<file path="src/rtl/ddem_pkg.sv">
// Purpose: Shared constants and types of the drive diagnostic and error manager
// Assumes: One core clock, synchronous active-high reset
// Notes:   Diagnostic parameters are addressed by their service-channel ident number

package ddem_pkg;

   // Service-channel ident numbers
   localparam logic [15:0] IDN_SEVERE     = 16'h000B;
   localparam logic [15:0] IDN_WARN       = 16'h000C;
   localparam logic [15:0] IDN_INFO       = 16'h000D;
   localparam logic [15:0] IDN_IFACE      = 16'h000E;
   localparam logic [15:0] IDN_DIAG       = 16'h005F;
   localparam logic [15:0] IDN_MASK_WARN  = 16'h0061;
   localparam logic [15:0] IDN_MASK_INFO  = 16'h0062;
   localparam logic [15:0] IDN_ERR_RESET  = 16'h0063;
   localparam logic [15:0] IDN_VENDOR     = 16'h0081;
   localparam logic [15:0] IDN_STATUS     = 16'h0087;

   // Status word bit positions
   localparam int STS_SEVERE_CHG_BIT = 11;
   localparam int STS_WARN_CHG_BIT   = 12;
   localparam int STS_INFO_CHG_BIT   = 13;
   localparam int STS_SHUTDOWN_BIT   = 13;

   // Class field layouts
   localparam int          CLASS_COMM_BIT     = 12;
   localparam logic [15:0] SEVERE_MAPPED_MASK = 16'h3BB7;
   localparam logic [15:0] CLASS_VENDOR_MASK  = 16'h8000;
   localparam logic [15:0] VENDOR_GENERAL     = 16'h0001;
   localparam logic [15:0] IFACE_COMM_FAULT   = 16'h0001;

   // Reset values
   localparam logic [15:0] CLASS_RESET = 16'h0000;
   localparam logic [15:0] MASK_RESET  = 16'hFFFF;

   // Error-reset procedure command
   localparam logic [1:0] CMD_START = 2'h3;
   localparam logic [1:0] CMD_IDLE  = 2'h0;
   localparam logic [1:0] CMD_DONE  = 2'h1;
   localparam logic [1:0] CMD_FAIL  = 2'h2;

   typedef enum logic [1:0] {
      DDEM_RUN   = 2'h0,
      DDEM_BRAKE = 2'h1,
      DDEM_OFF   = 2'h3
   } ddem_state_t;

endpackage

</file>
<file path="src/rtl/ddem_shutdown.sv">
// Purpose: Shut-down sequencer: quick stop, then power stage off
// Assumes: Fault and standstill come from logic on the core clock
// Notes:   Leaves the off state only on a successful error reset
`timescale 1ns/10ps

module ddem_shutdown
   import ddem_pkg::*;
(
   input  wire logic i_clk,
   input  wire logic i_srst,
   input  wire logic i_fault,
   input  wire logic i_standstill,
   input  wire logic i_release,
   output logic      o_quick_stop,
   output logic      o_power_en,
   output logic      o_shutdown
);

   ddem_state_t state_ff;
   ddem_state_t nxt_state;

   always_comb begin
      nxt_state = state_ff;
      case (state_ff)
         DDEM_RUN: begin
            // An error reset taken in the same cycle wins over the stale fault
            if (i_fault & ~i_release) begin
               nxt_state = DDEM_BRAKE;
            end
         end
         DDEM_BRAKE: begin
            if (i_release) begin
               nxt_state = DDEM_RUN;
            end else if (i_standstill) begin
               nxt_state = DDEM_OFF;
            end
         end
         DDEM_OFF: begin
            if (i_release) begin
               nxt_state = DDEM_RUN;
            end
         end
         default: begin
            nxt_state = DDEM_OFF;
         end
      endcase
   end

   always_ff @(posedge i_clk) begin
      if (i_srst) begin
         state_ff     <= DDEM_RUN;
         o_quick_stop <= 1'b0;
         o_power_en   <= 1'b1;
         o_shutdown   <= 1'b0;
      end else begin
         state_ff     <= nxt_state;
         o_quick_stop <= (nxt_state == DDEM_BRAKE);
         o_power_en   <= (nxt_state != DDEM_OFF);
         o_shutdown   <= (nxt_state != DDEM_RUN);
      end
   end

endmodule // ddem_shutdown

</file>
<file path="src/rtl/ddem_top.sv">
// Purpose: Diagnostic classes, change bits and error reset of a servo drive
// Assumes: Cause inputs come from drive logic on the core clock
// Notes:   Service channel answers one cycle after each request
`timescale 1ns/10ps

module ddem_top
   import ddem_pkg::*;
(
   input  wire logic        I_CORE_CLK,
   input  wire logic        I_SRST,
   input  wire logic        I_SC_REQ,
   input  wire logic        I_SC_WR,
   input  wire logic [15:0] I_SC_IDN,
   input  wire logic [15:0] I_SC_WDATA,
   input  wire logic [15:0] I_ERR_CAUSE,
   input  wire logic        I_VENDOR_FAULT,
   input  wire logic [15:0] I_ERR_CODE,
   input  wire logic [15:0] I_WARN_CAUSE,
   input  wire logic        I_VENDOR_WARN,
   input  wire logic [15:0] I_INFO_COND,
   input  wire logic        I_VENDOR_INFO,
   input  wire logic        I_STANDSTILL,
   output logic             O_SC_ACK,
   output logic      [15:0] O_SC_RDATA,
   output logic             O_SC_ERR,
   output logic      [15:0] O_STATUS_WORD,
   output logic      [1:0]  O_CMD_STATUS,
   output logic             O_QUICK_STOP,
   output logic             O_POWER_EN
);

   // Register state
   logic [15:0] severe_ff;
   logic [15:0] vendor_ff;
   logic [15:0] iface_ff;
   logic [15:0] diag_ff;
   logic [15:0] warn_ff;
   logic [15:0] info_ff;
   logic [15:0] mask_warn_ff;
   logic [15:0] mask_info_ff;
   logic [1:0]  cmd_ff;
   logic        severe_chg_ff;
   logic        warn_chg_ff;
   logic        info_chg_ff;

   // Next values
   logic [15:0] nxt_severe;
   logic [15:0] nxt_vendor;
   logic [15:0] nxt_iface;
   logic [15:0] nxt_diag;
   logic [15:0] nxt_warn;
   logic [15:0] nxt_info;
   logic [15:0] nxt_mask_warn;
   logic [15:0] nxt_mask_info;
   logic [1:0]  nxt_cmd;
   logic        nxt_severe_chg;
   logic        nxt_warn_chg;
   logic        nxt_info_chg;
   logic [15:0] nxt_status;

   // Service-channel decode
   logic        rd_req;
   logic        wr_req;
   logic        hit_severe;
   logic        hit_warn;
   logic        hit_info;
   logic        hit_iface;
   logic        hit_diag;
   logic        hit_mask_warn;
   logic        hit_mask_info;
   logic        hit_err_reset;
   logic        hit_vendor;
   logic        hit_status;
   logic        rd_hit;
   logic        wr_hit;
   logic [15:0] rd_val;
   logic        rd_warn;
   logic        rd_info;

   // Error reset procedure
   logic        reset_start;
   logic        reset_cancel;
   logic        cause_live;
   logic        reset_ok;
   logic        reset_refused;

   // Class inputs and events
   logic [15:0] vendor_set;
   logic [15:0] severe_set;
   logic [15:0] iface_set;
   logic [15:0] warn_in;
   logic [15:0] info_in;
   logic        severe_evt;
   logic        warn_evt;
   logic        info_evt;
   logic        first_error;
   logic        shutdown;
   logic        shutdown_next;

   assign rd_req = I_SC_REQ & ~I_SC_WR;
   assign wr_req = I_SC_REQ & I_SC_WR;

   assign hit_severe    = (I_SC_IDN == IDN_SEVERE);
   assign hit_warn      = (I_SC_IDN == IDN_WARN);
   assign hit_info      = (I_SC_IDN == IDN_INFO);
   assign hit_iface     = (I_SC_IDN == IDN_IFACE);
   assign hit_diag      = (I_SC_IDN == IDN_DIAG);
   assign hit_mask_warn = (I_SC_IDN == IDN_MASK_WARN);
   assign hit_mask_info = (I_SC_IDN == IDN_MASK_INFO);
   assign hit_err_reset = (I_SC_IDN == IDN_ERR_RESET);
   assign hit_vendor    = (I_SC_IDN == IDN_VENDOR);
   assign hit_status    = (I_SC_IDN == IDN_STATUS);

   assign rd_hit = hit_severe | hit_warn | hit_info | hit_iface | hit_diag
                 | hit_mask_warn | hit_mask_info | hit_err_reset
                 | hit_vendor | hit_status;

   // Only masks and the reset command take writes; classes are read-only
   assign wr_hit = hit_mask_warn | hit_mask_info | hit_err_reset;

   assign rd_val = hit_severe    ? severe_ff :
                   hit_warn      ? warn_ff :
                   hit_info      ? info_ff :
                   hit_iface     ? iface_ff :
                   hit_diag      ? diag_ff :
                   hit_mask_warn ? mask_warn_ff :
                   hit_mask_info ? mask_info_ff :
                   hit_err_reset ? {14'h0000, cmd_ff} :
                   hit_vendor    ? vendor_ff :
                   hit_status    ? O_STATUS_WORD :
                   16'h0000;

   assign rd_warn = rd_req & hit_warn;
   assign rd_info = rd_req & hit_info;

   // Error reset: accepted only when no cause is present any more
   assign reset_start  = wr_req & hit_err_reset & (I_SC_WDATA[1:0] == CMD_START);
   assign reset_cancel = wr_req & hit_err_reset & (I_SC_WDATA[1:0] != CMD_START);

   assign cause_live = (|(I_ERR_CAUSE & SEVERE_MAPPED_MASK)) | I_VENDOR_FAULT;

   assign reset_ok      = reset_start & ~cause_live;
   assign reset_refused = reset_start & cause_live;

   // Vendor error word, any bit forcing the vendor bit of the severe class
   assign vendor_set = I_VENDOR_FAULT ? VENDOR_GENERAL : CLASS_RESET;
   assign nxt_vendor = (reset_ok ? CLASS_RESET : vendor_ff) | vendor_set;

   assign severe_set = (I_ERR_CAUSE & SEVERE_MAPPED_MASK)
                     | ((|nxt_vendor) ? CLASS_VENDOR_MASK : CLASS_RESET);
   assign nxt_severe = (reset_ok ? CLASS_RESET : severe_ff) | severe_set;

   // Interface status latches communication faults
   assign iface_set = I_ERR_CAUSE[CLASS_COMM_BIT] ? IFACE_COMM_FAULT : CLASS_RESET;
   assign nxt_iface = (reset_ok ? CLASS_RESET : iface_ff) | iface_set;

   // Diagnostic message holds the code of the error that started the fault
   assign first_error = (severe_ff == CLASS_RESET) & (severe_set != CLASS_RESET);
   assign nxt_diag    = reset_ok    ? CLASS_RESET :
                        first_error ? I_ERR_CODE :
                        diag_ff;

   // Severe change bit: set on any change, cleared only by a good reset
   assign severe_evt     = (nxt_severe != severe_ff) & ~reset_ok;
   assign nxt_severe_chg = (reset_ok ? 1'b0 : severe_chg_ff) | severe_evt;

   // Warning class latches until read; a cause in the read cycle survives
   assign warn_in  = I_WARN_CAUSE | (I_VENDOR_WARN ? CLASS_VENDOR_MASK : CLASS_RESET);
   assign nxt_warn = (rd_warn ? CLASS_RESET : warn_ff) | warn_in;

   // Bits cleared by the read itself are not counted as a change
   assign warn_evt     = |(warn_in & ~warn_ff & mask_warn_ff);
   assign nxt_warn_chg = (rd_warn ? 1'b0 : warn_chg_ff) | warn_evt;

   // Info class follows its conditions
   assign info_in  = I_INFO_COND | (I_VENDOR_INFO ? CLASS_VENDOR_MASK : CLASS_RESET);
   assign nxt_info = info_in;

   assign info_evt     = |((info_in ^ info_ff) & mask_info_ff);
   assign nxt_info_chg = (rd_info ? 1'b0 : info_chg_ff) | info_evt;

   // Mask parameters
   assign nxt_mask_warn = (wr_req & hit_mask_warn) ? I_SC_WDATA : mask_warn_ff;
   assign nxt_mask_info = (wr_req & hit_mask_info) ? I_SC_WDATA : mask_info_ff;

   // Procedure command status
   assign nxt_cmd = reset_ok      ? CMD_DONE :
                    reset_refused ? CMD_FAIL :
                    reset_cancel  ? CMD_IDLE :
                    cmd_ff;

   // Shut-down state after this edge, so bit 13 rises together with quick stop
   assign shutdown_next = (shutdown | (|severe_ff)) & ~reset_ok;

   // Cyclic drive status word; bit 13 merges info change and shut-down
   always_comb begin
      nxt_status                     = 16'h0000;
      nxt_status[STS_SEVERE_CHG_BIT] = nxt_severe_chg;
      nxt_status[STS_WARN_CHG_BIT]   = nxt_warn_chg;
      nxt_status[STS_INFO_CHG_BIT]   = nxt_info_chg;
      if (shutdown_next) begin
         nxt_status[STS_SHUTDOWN_BIT] = 1'b1;
      end
   end

   ddem_shutdown u_shutdown (
      .i_clk        (I_CORE_CLK),
      .i_srst       (I_SRST),
      .i_fault      (|severe_ff),
      .i_standstill (I_STANDSTILL),
      .i_release    (reset_ok),
      .o_quick_stop (O_QUICK_STOP),
      .o_power_en   (O_POWER_EN),
      .o_shutdown   (shutdown)
   );

   // Latched severe error and vendor word
   always_ff @(posedge I_CORE_CLK) begin
      if (I_SRST) begin
         severe_ff     <= CLASS_RESET;
         vendor_ff     <= CLASS_RESET;
      end else begin
         severe_ff     <= nxt_severe;
         vendor_ff     <= nxt_vendor;
      end
   end

   // Interface status and diagnostic message
   always_ff @(posedge I_CORE_CLK) begin
      if (I_SRST) begin
         iface_ff      <= CLASS_RESET;
         diag_ff       <= CLASS_RESET;
      end else begin
         iface_ff      <= nxt_iface;
         diag_ff       <= nxt_diag;
      end
   end

   // Warning and info classes
   always_ff @(posedge I_CORE_CLK) begin
      if (I_SRST) begin
         warn_ff       <= CLASS_RESET;
         info_ff       <= CLASS_RESET;
      end else begin
         warn_ff       <= nxt_warn;
         info_ff       <= nxt_info;
      end
   end

   // Change-bit masks
   always_ff @(posedge I_CORE_CLK) begin
      if (I_SRST) begin
         mask_warn_ff  <= MASK_RESET;
         mask_info_ff  <= MASK_RESET;
      end else begin
         mask_warn_ff  <= nxt_mask_warn;
         mask_info_ff  <= nxt_mask_info;
      end
   end

   // Error-reset command status
   always_ff @(posedge I_CORE_CLK) begin
      if (I_SRST) begin
         cmd_ff        <= CMD_IDLE;
      end else begin
         cmd_ff        <= nxt_cmd;
      end
   end

   // Change bits
   always_ff @(posedge I_CORE_CLK) begin
      if (I_SRST) begin
         severe_chg_ff <= 1'b0;
         warn_chg_ff   <= 1'b0;
         info_chg_ff   <= 1'b0;
      end else begin
         severe_chg_ff <= nxt_severe_chg;
         warn_chg_ff   <= nxt_warn_chg;
         info_chg_ff   <= nxt_info_chg;
      end
   end

   // Outputs and service-channel answer
   always_ff @(posedge I_CORE_CLK) begin
      if (I_SRST) begin
         O_SC_ACK      <= 1'b0;
         O_SC_ERR      <= 1'b0;
      end else begin
         O_SC_ACK      <= I_SC_REQ;
         O_SC_ERR      <= rd_req ? ~rd_hit : (wr_req & ~wr_hit);
      end
   end

   // Read data stands only with the answer to a read
   always_ff @(posedge I_CORE_CLK) begin
      if (I_SRST) begin
         O_SC_RDATA    <= 16'h0000;
      end else begin
         O_SC_RDATA    <= rd_req ? rd_val : 16'h0000;
      end
   end

   // Cyclic status word and command status
   always_ff @(posedge I_CORE_CLK) begin
      if (I_SRST) begin
         O_STATUS_WORD <= 16'h0000;
         O_CMD_STATUS  <= CMD_IDLE;
      end else begin
         O_STATUS_WORD <= nxt_status;
         O_CMD_STATUS  <= nxt_cmd;
      end
   end

endmodule // ddem_top

</file>
<file path="config.mk">
export PLATFORM = sky130hd
export DESIGN_NAME = ddem_top
export DESIGN_NICKNAME = d
export VERILOG_FILES = /design/src/rtl/ddem_pkg.sv /design/src/rtl/ddem_shutdown.sv /design/src/rtl/ddem_top.sv
export SDC_FILE = /design/constraint.sdc
export NUM_CORES = 1
export LEC_CHECK = 0
export BUFFER_PORTS_ARGS = -buffer_cell sky130_fd_sc_hd__buf_4
export CORE_MARGIN = 2
export CORE_UTILIZATION = 54
export DETAILED_ROUTE_END_ITERATION = 16
export GPL_TIMING_DRIVEN = 0
export HOLD_SLACK_MARGIN = 0.06
export PLACE_DENSITY_LB_ADDON = 0.15
export SYNTH_ARGS = -nofsm -noshare
export SYNTH_HDL_FRONTEND = slang
export SYNTH_SLANG_ARGS = --single-unit
</file>
<file path="constraint.sdc">
create_clock -name I_CORE_CLK -period 3 [get_ports I_CORE_CLK]
set_input_delay 0 -clock I_CORE_CLK [delete_from_list [all_inputs] [get_ports I_CORE_CLK]]
set_output_delay 0 -clock I_CORE_CLK [all_outputs]
set_load 0.01 [all_outputs]
</file>
---- After elaboration in Yosys (flattened, before gate mapping) ----
Cells that the tools add are included.
storage, ports and cells
  word-level logic and storage cells ...... 134
  register bits ........................... 172
operators by class
  multiplexer cells ....................... 32
  eq/ne operators ......................... 17
  reduce and logical (&&, ||, !) cells .... 13
  bitwise operators ....................... 50
operator list
  operator                                         number
  2-to-1 mux 16 bit                                17
  == test 16 x 4 -> 1 bit (second input constant)  4
  == test 16 x 7 -> 1 bit (second input constant)  4
  OR 16 bit                                        4
  OR reduction 16 bit                              4
  bitwise AND 16 bit                               3
  == test 16 x 8 -> 1 bit (second input constant)  2
  OR 16 x 1 -> 16 bit                              2
  bitwise AND 1 bit                                16
  zero test 16 bit                                 1
  inequality test 16 bit                           1
  inverter 16 bit                                  1
  OR 1 bit                                         16
  OR 14 x 16 -> 16 bit                             1
  nonzero test 16 bit                              1
  XOR 16 bit                                       1
  2-to-1 mux 2 bit                                 6
  OR reduction 11 bit                              1
  2-to-1 mux 1 bit                                 8
  inverter 1 bit                                   6
  case mux 2 bit (3 select lines)                  1
  == test 2 x 1 -> 1 bit (second input constant)   2
  == test 2 bit (second input constant)            2
  inequality test 2 bit (second input constant)    2
  4 further kinds                                  6

---- Depth between registers and ports, before layout ----
  depth in word-level cells ............... 13
  depth in mapped cells ................... 9

---- By module ----
A second synthesis with hierarchy kept.
second synthesis, totals
  cells, all modules ...................... 726
  area, all modules ....................... 6,533.8 um^2
modules (own cells, without submodules)
  module         times used  area each (um^2)  cells each
  ddem_top       1           6,359.8           711
  ddem_shutdown  1           173.9             15

---- Worst setup path after synthesis ----
No wires, ideal clock.
  path type ............................... in2reg
  from .................................... input I_SC_IDN[9]
  to ...................................... register mask_warn_ff[10]
  data arrival time ....................... 2,025 ps
  data required time ...................... 2,871 ps
  stages .................................. 8
  path slack .............................. 846 ps
  path through ............................ or4_1 buf_2 or2_1 buf_6 nor4_4 buf_6 mux2i_1 nand2_1
on the way
  cells in the longest elaborated chain, start to end .. 2
ends and longest elaborated chain
  item                     line             text
  start: declaration       ddem_top.sv:13   input wire logic [15:0] I_SC_IDN,
  == test 16 x 7 -> 1 bit  ddem_top.sv:108  assign hit_mask_warn = (I_SC_IDN == IDN_MASK_WARN);
  bitwise AND 1 bit        ddem_top.sv:183  assign nxt_mask_warn = (wr_req & hit_mask_warn) ? I_SC_WDATA : mask_warn_ff;
  end signal: assignment   ddem_top.sv:256  mask_warn_ff <= nxt_mask_warn;
  end: declaration         ddem_top.sv:39   logic [15:0] mask_warn_ff;
Every way passes these cells.
A chain may end at the register's enable or synchronous reset.

---- Worst setup path in the final report ----
  from .................................... input I_SC_IDN[1]
  to ...................................... register O_SC_RDATA[3]
on the way
  cells in the longest elaborated chain, start to end .. 11
  elaborated cells between the ends (all ways) .. 20
  classes of those cells .................. eq/ne (10); mux (10)
ends and longest elaborated chain
  item                     line             text
  == test 16 x 8 -> 1 bit  ddem_top.sv:112  assign hit_status = (I_SC_IDN == IDN_STATUS);
  2-to-1 mux 16 bit        ddem_top.sv:130  hit_status ? O_STATUS_WORD :
  2-to-1 mux 16 bit        ddem_top.sv:129  hit_vendor ? vendor_ff :
  2-to-1 mux 16 bit        ddem_top.sv:128  hit_err_reset ? {14'h0000, cmd_ff} :
  2-to-1 mux 16 bit        ddem_top.sv:127  hit_mask_info ? mask_info_ff :
  2-to-1 mux 16 bit        ddem_top.sv:126  hit_mask_warn ? mask_warn_ff :
  2-to-1 mux 16 bit        ddem_top.sv:125  hit_diag ? diag_ff :
  2-to-1 mux 16 bit        ddem_top.sv:124  hit_iface ? iface_ff :
  2-to-1 mux 16 bit        ddem_top.sv:123  hit_info ? info_ff :
  2-to-1 mux 16 bit        ddem_top.sv:122  hit_warn ? warn_ff :
  2-to-1 mux 16 bit *      ddem_top.sv:121  assign rd_val = hit_severe ? severe_ff :
  end signal: assignment   ddem_top.sv:299  O_SC_RDATA <= rd_req ? rd_val : 16'h0000;
  end: declaration         ddem_top.sv:24   output logic [15:0] O_SC_RDATA,
Mark *: on every way between the ends. The rest lies on a longest branch, timed or not.

==> impl_metrics.env <==
export IMPL_outcome="finished, final reports clean"
export IMPL_grt_usage=0.369
export IMPL_layout_common_cells="dfxtp_1 (142), buf_4 (138), dlygate4sd3_1 (83)"
export IMPL_drt_pass1_iter_count=6
export IMPL_io_pins=142
export IMPL_finalWirelength_um=23200
export IMPL_core_sq_um=11400
export IMPL_finalNonFillerCells=1132
export IMPL_grt_pass1_vias=6618
export IMPL_synth_cells=741
export IMPL_period_needed_ns=2.84
export IMPL_cp_max_fo=7
export IMPL_htreeDepth=4
export IMPL_multiInputGateArea_sq_um=3150
export IMPL_cts_tree="built"
export IMPL_wire_per_inst_um=20.5
export IMPL_pwr_density_cell_nw_per_um2=495
export IMPL_antenna_cells_inserted=0
export IMPL_cap_violations=0
export IMPL_cts_buffers=17
export IMPL_overflow=0
export IMPL_drc=0
export IMPL_synth_edff_count=0
export IMPL_antenna_found_initial=0
export IMPL_vias=6837
export IMPL_place_inst=1017
export IMPL_hold_violations=0
export IMPL_synth_cell_types=62
export IMPL_worst_slew_pin_transition_ns=1.15
export IMPL_synth_area_leaders="dfxtp_1 (45%), mux2i_1 (5.5%), a21oi_1 (5.5%), nand2_1 (4.4%), nor2_1 (3.7%)"
export IMPL_startpoint_type="input port"
export IMPL_synth_top_cell_area_share=0.449
export IMPL_clkTransAtPathRegs_ns=0.06
export IMPL_finalNetCount=1080
export IMPL_grt_start_max_net_pins=17
export IMPL_synth_area_sq_um=6330
export IMPL_maxSlewViolCount=0
export IMPL_clockBufferDepth=2
export IMPL_vdd_ir_drop_max_mv=0.468
export IMPL_ys_seq_area_frac=0.449
export IMPL_ys_flop_type="dfxtp_1"
export IMPL_drt_iter0_drc=929
export IMPL_criticalPathCategory="in2reg"
export IMPL_grt_pass1_wl_um=35900
export IMPL_layout_commonest_cell="dfxtp_1"
export IMPL_skew_ns=0.00678
export IMPL_dieArea_sq_um=12600
export IMPL_routabilityCongestion=0.975
export IMPL_fillers=814
export IMPL_yosysTopAreaCell="dfxtp_1"
export IMPL_hp_class="in2reg"
export IMPL_rows=39
export IMPL_final_period_utilization=0.947
export IMPL_clk_latency_ns=0.43
export IMPL_ys_ff_latch=142
export IMPL_rsz0062_at_grt="no"
export IMPL_cts_root_buf="clkbuf_16"
export IMPL_seq_area_sq_um=2840
export IMPL_ant_nets=0
export IMPL_die_w_um=112
export IMPL_worstPathArrival_ns=3.15
export IMPL_die_h_um=112
export IMPL_fin_tns_setup_ns=0
export IMPL_synthToLayoutAreaGrowth_pct=39.9
export IMPL_yosysWarnings=0
export IMPL_dp_hpwl_um=16400
export IMPL_initial_core_util=0.555
export IMPL_drive_above_1_share=0.203
export IMPL_avgSynthCellArea_sq_um=8.55
export IMPL_cp_end_kind="flop"
export IMPL_worst_ep_required_time_ns=3.31
export IMPL_vias_per_cell=6.04
export IMPL_post_cts_buffers=0
export IMPL_p_leak_nw=3.65
export IMPL_slew_headroom=0.225
export IMPL_port_buffers=121
export IMPL_cts_sink_count=142
export IMPL_ys_async_sr_fraction=0
export IMPL_setup_viol=0
export IMPL_clock_fmax_ghz=0.352
[critical path, cell delays in order]
cell and delay [ns]:
dlygate4sd3_1 0.54, buf_4 0.14, or4b_2 0.66, buf_2 0.20
nor4_1 0.90, a222oi_1 0.24, nand2_1 0.16, a21oi_1 0.08
nor3_1 0.24
[metrics by stage]
step	power, mW	util	hold WS, ns	area [sq um]	setup slack [ns]
after floorplan	2.18	-	0.117	6380	0.846
after global placement	2.38	0.654	0.217	7470	0.0551
after detailed placement	2.38	0.654	0.226	7470	0.0645
after CTS	4.35	0.774	0.0685	8840	0.176
after global routing	4.50	0.776	0.119	8860	0.102
final	4.38	0.776	0.0886	8860	0.160
[report_power, final]
part           total (mW)  switching, mW  leakage [nW]  internal (mW)
logic               0.466          0.216          2.23          0.250
registers            1.99         0.0501          1.16           1.94
clock network        1.93          0.833         0.257           1.10
total                4.38           1.10          3.65           3.28
[what timing repair did]
item,4_1_cts,5_1_grt
hold endpoints to repair,102,0
endpoints found under the setup margin,0,14
gates resized for setup,0,3
hold buffers,83,0
[kinds of logic after synthesis]
| family | count (synthesis) | synth area share |
|---|---|---|
| AO/OA/AOI/OAI | 176 | 0.167 |
| XOR/XNOR | 18 | 0.0249 |
| buffers and inverters | 79 | 0.0642 |
| flip-flops | 142 | 0.449 |
| multiplexers | 36 | 0.0571 |
| other | 1 | 0.000592 |
| AND/OR/NAND/NOR | 289 | 0.237 |
[registers in the layout, summed over array words and instances (netlist names), 3 cells and up]
| name | count |
|---|---|
| info_ff | 16 |
| mask_info_ff | 16 |
| vendor_ff | 16 |
| severe_ff | 16 |
| O_SC_RDATA | 16 |
| O_STATUS_WORD | 3 |
| diag_ff | 16 |
| warn_ff | 16 |
| mask_warn_ff | 16 |
[cells in the mapped netlist (2+ instances only)]
cell	instances
and2_1	19
a41oi_1	2
nand2b_1	8
or3_1	3
o21a_1	4
xor2_1	16
or4b_2	3
a222oi_1	9
nand3b_1	9
nor2_1	63
nor3_1	16
a21oi_1	69
buf_6	5
a31oi_1	4
a221oi_1	3
nand4_1	3
nand2_1	74
inv_1	20
xnor2_1	2
nand3_1	31
o211ai_1	5
buf_2	7
dfxtp_1	142
nor2b_1	16
nor3b_1	3
nor4_1	21
nand4b_1	2
a22oi_1	9
or2_2	5
o22ai_1	5
clkbuf_1	28
a211oi_1	2
mux2i_1	35
o21ai_0	36
a22o_1	5
buf_4	17
buf_1	2
or4_1	2
o21ai_1	13
[layout make-up]
type / count / share of cell area
clock inverter: 13 / 0.0104
clock buffer: 19 / 0.0511
inverter: 20 / 0.00847
buffer: 59 / 0.0374
multi-input combinational: 532 / 0.355
timing repair buffer: 204 / 0.196
sequential: 142 / 0.321
tap: 143 / 0.0202
[routing by layer]
metal  vias up  GRT usage  part of all wire
li1       3076          -                 -
met1      3222      0.460              0.38
met2       464      0.622              0.48
met3        75     0.0853              0.10
met4         0      0.145             0.039
met5         -          0                 0
[final timing paths]
check | depth (start not counted) | endpoint | start | slack [ns]
min reg2reg | 2 | info_chg_ff | info_chg_ff | 0.49
min | 2 | O_SC_ACK | I_SRST | 0.09
max | 9 | O_SC_RDATA[3] | I_SC_IDN[1] | 0.16
max reg2reg | 7 | diag_ff[12] | vendor_ff[14] | 0.41
(Power assumes the default switching activity.)
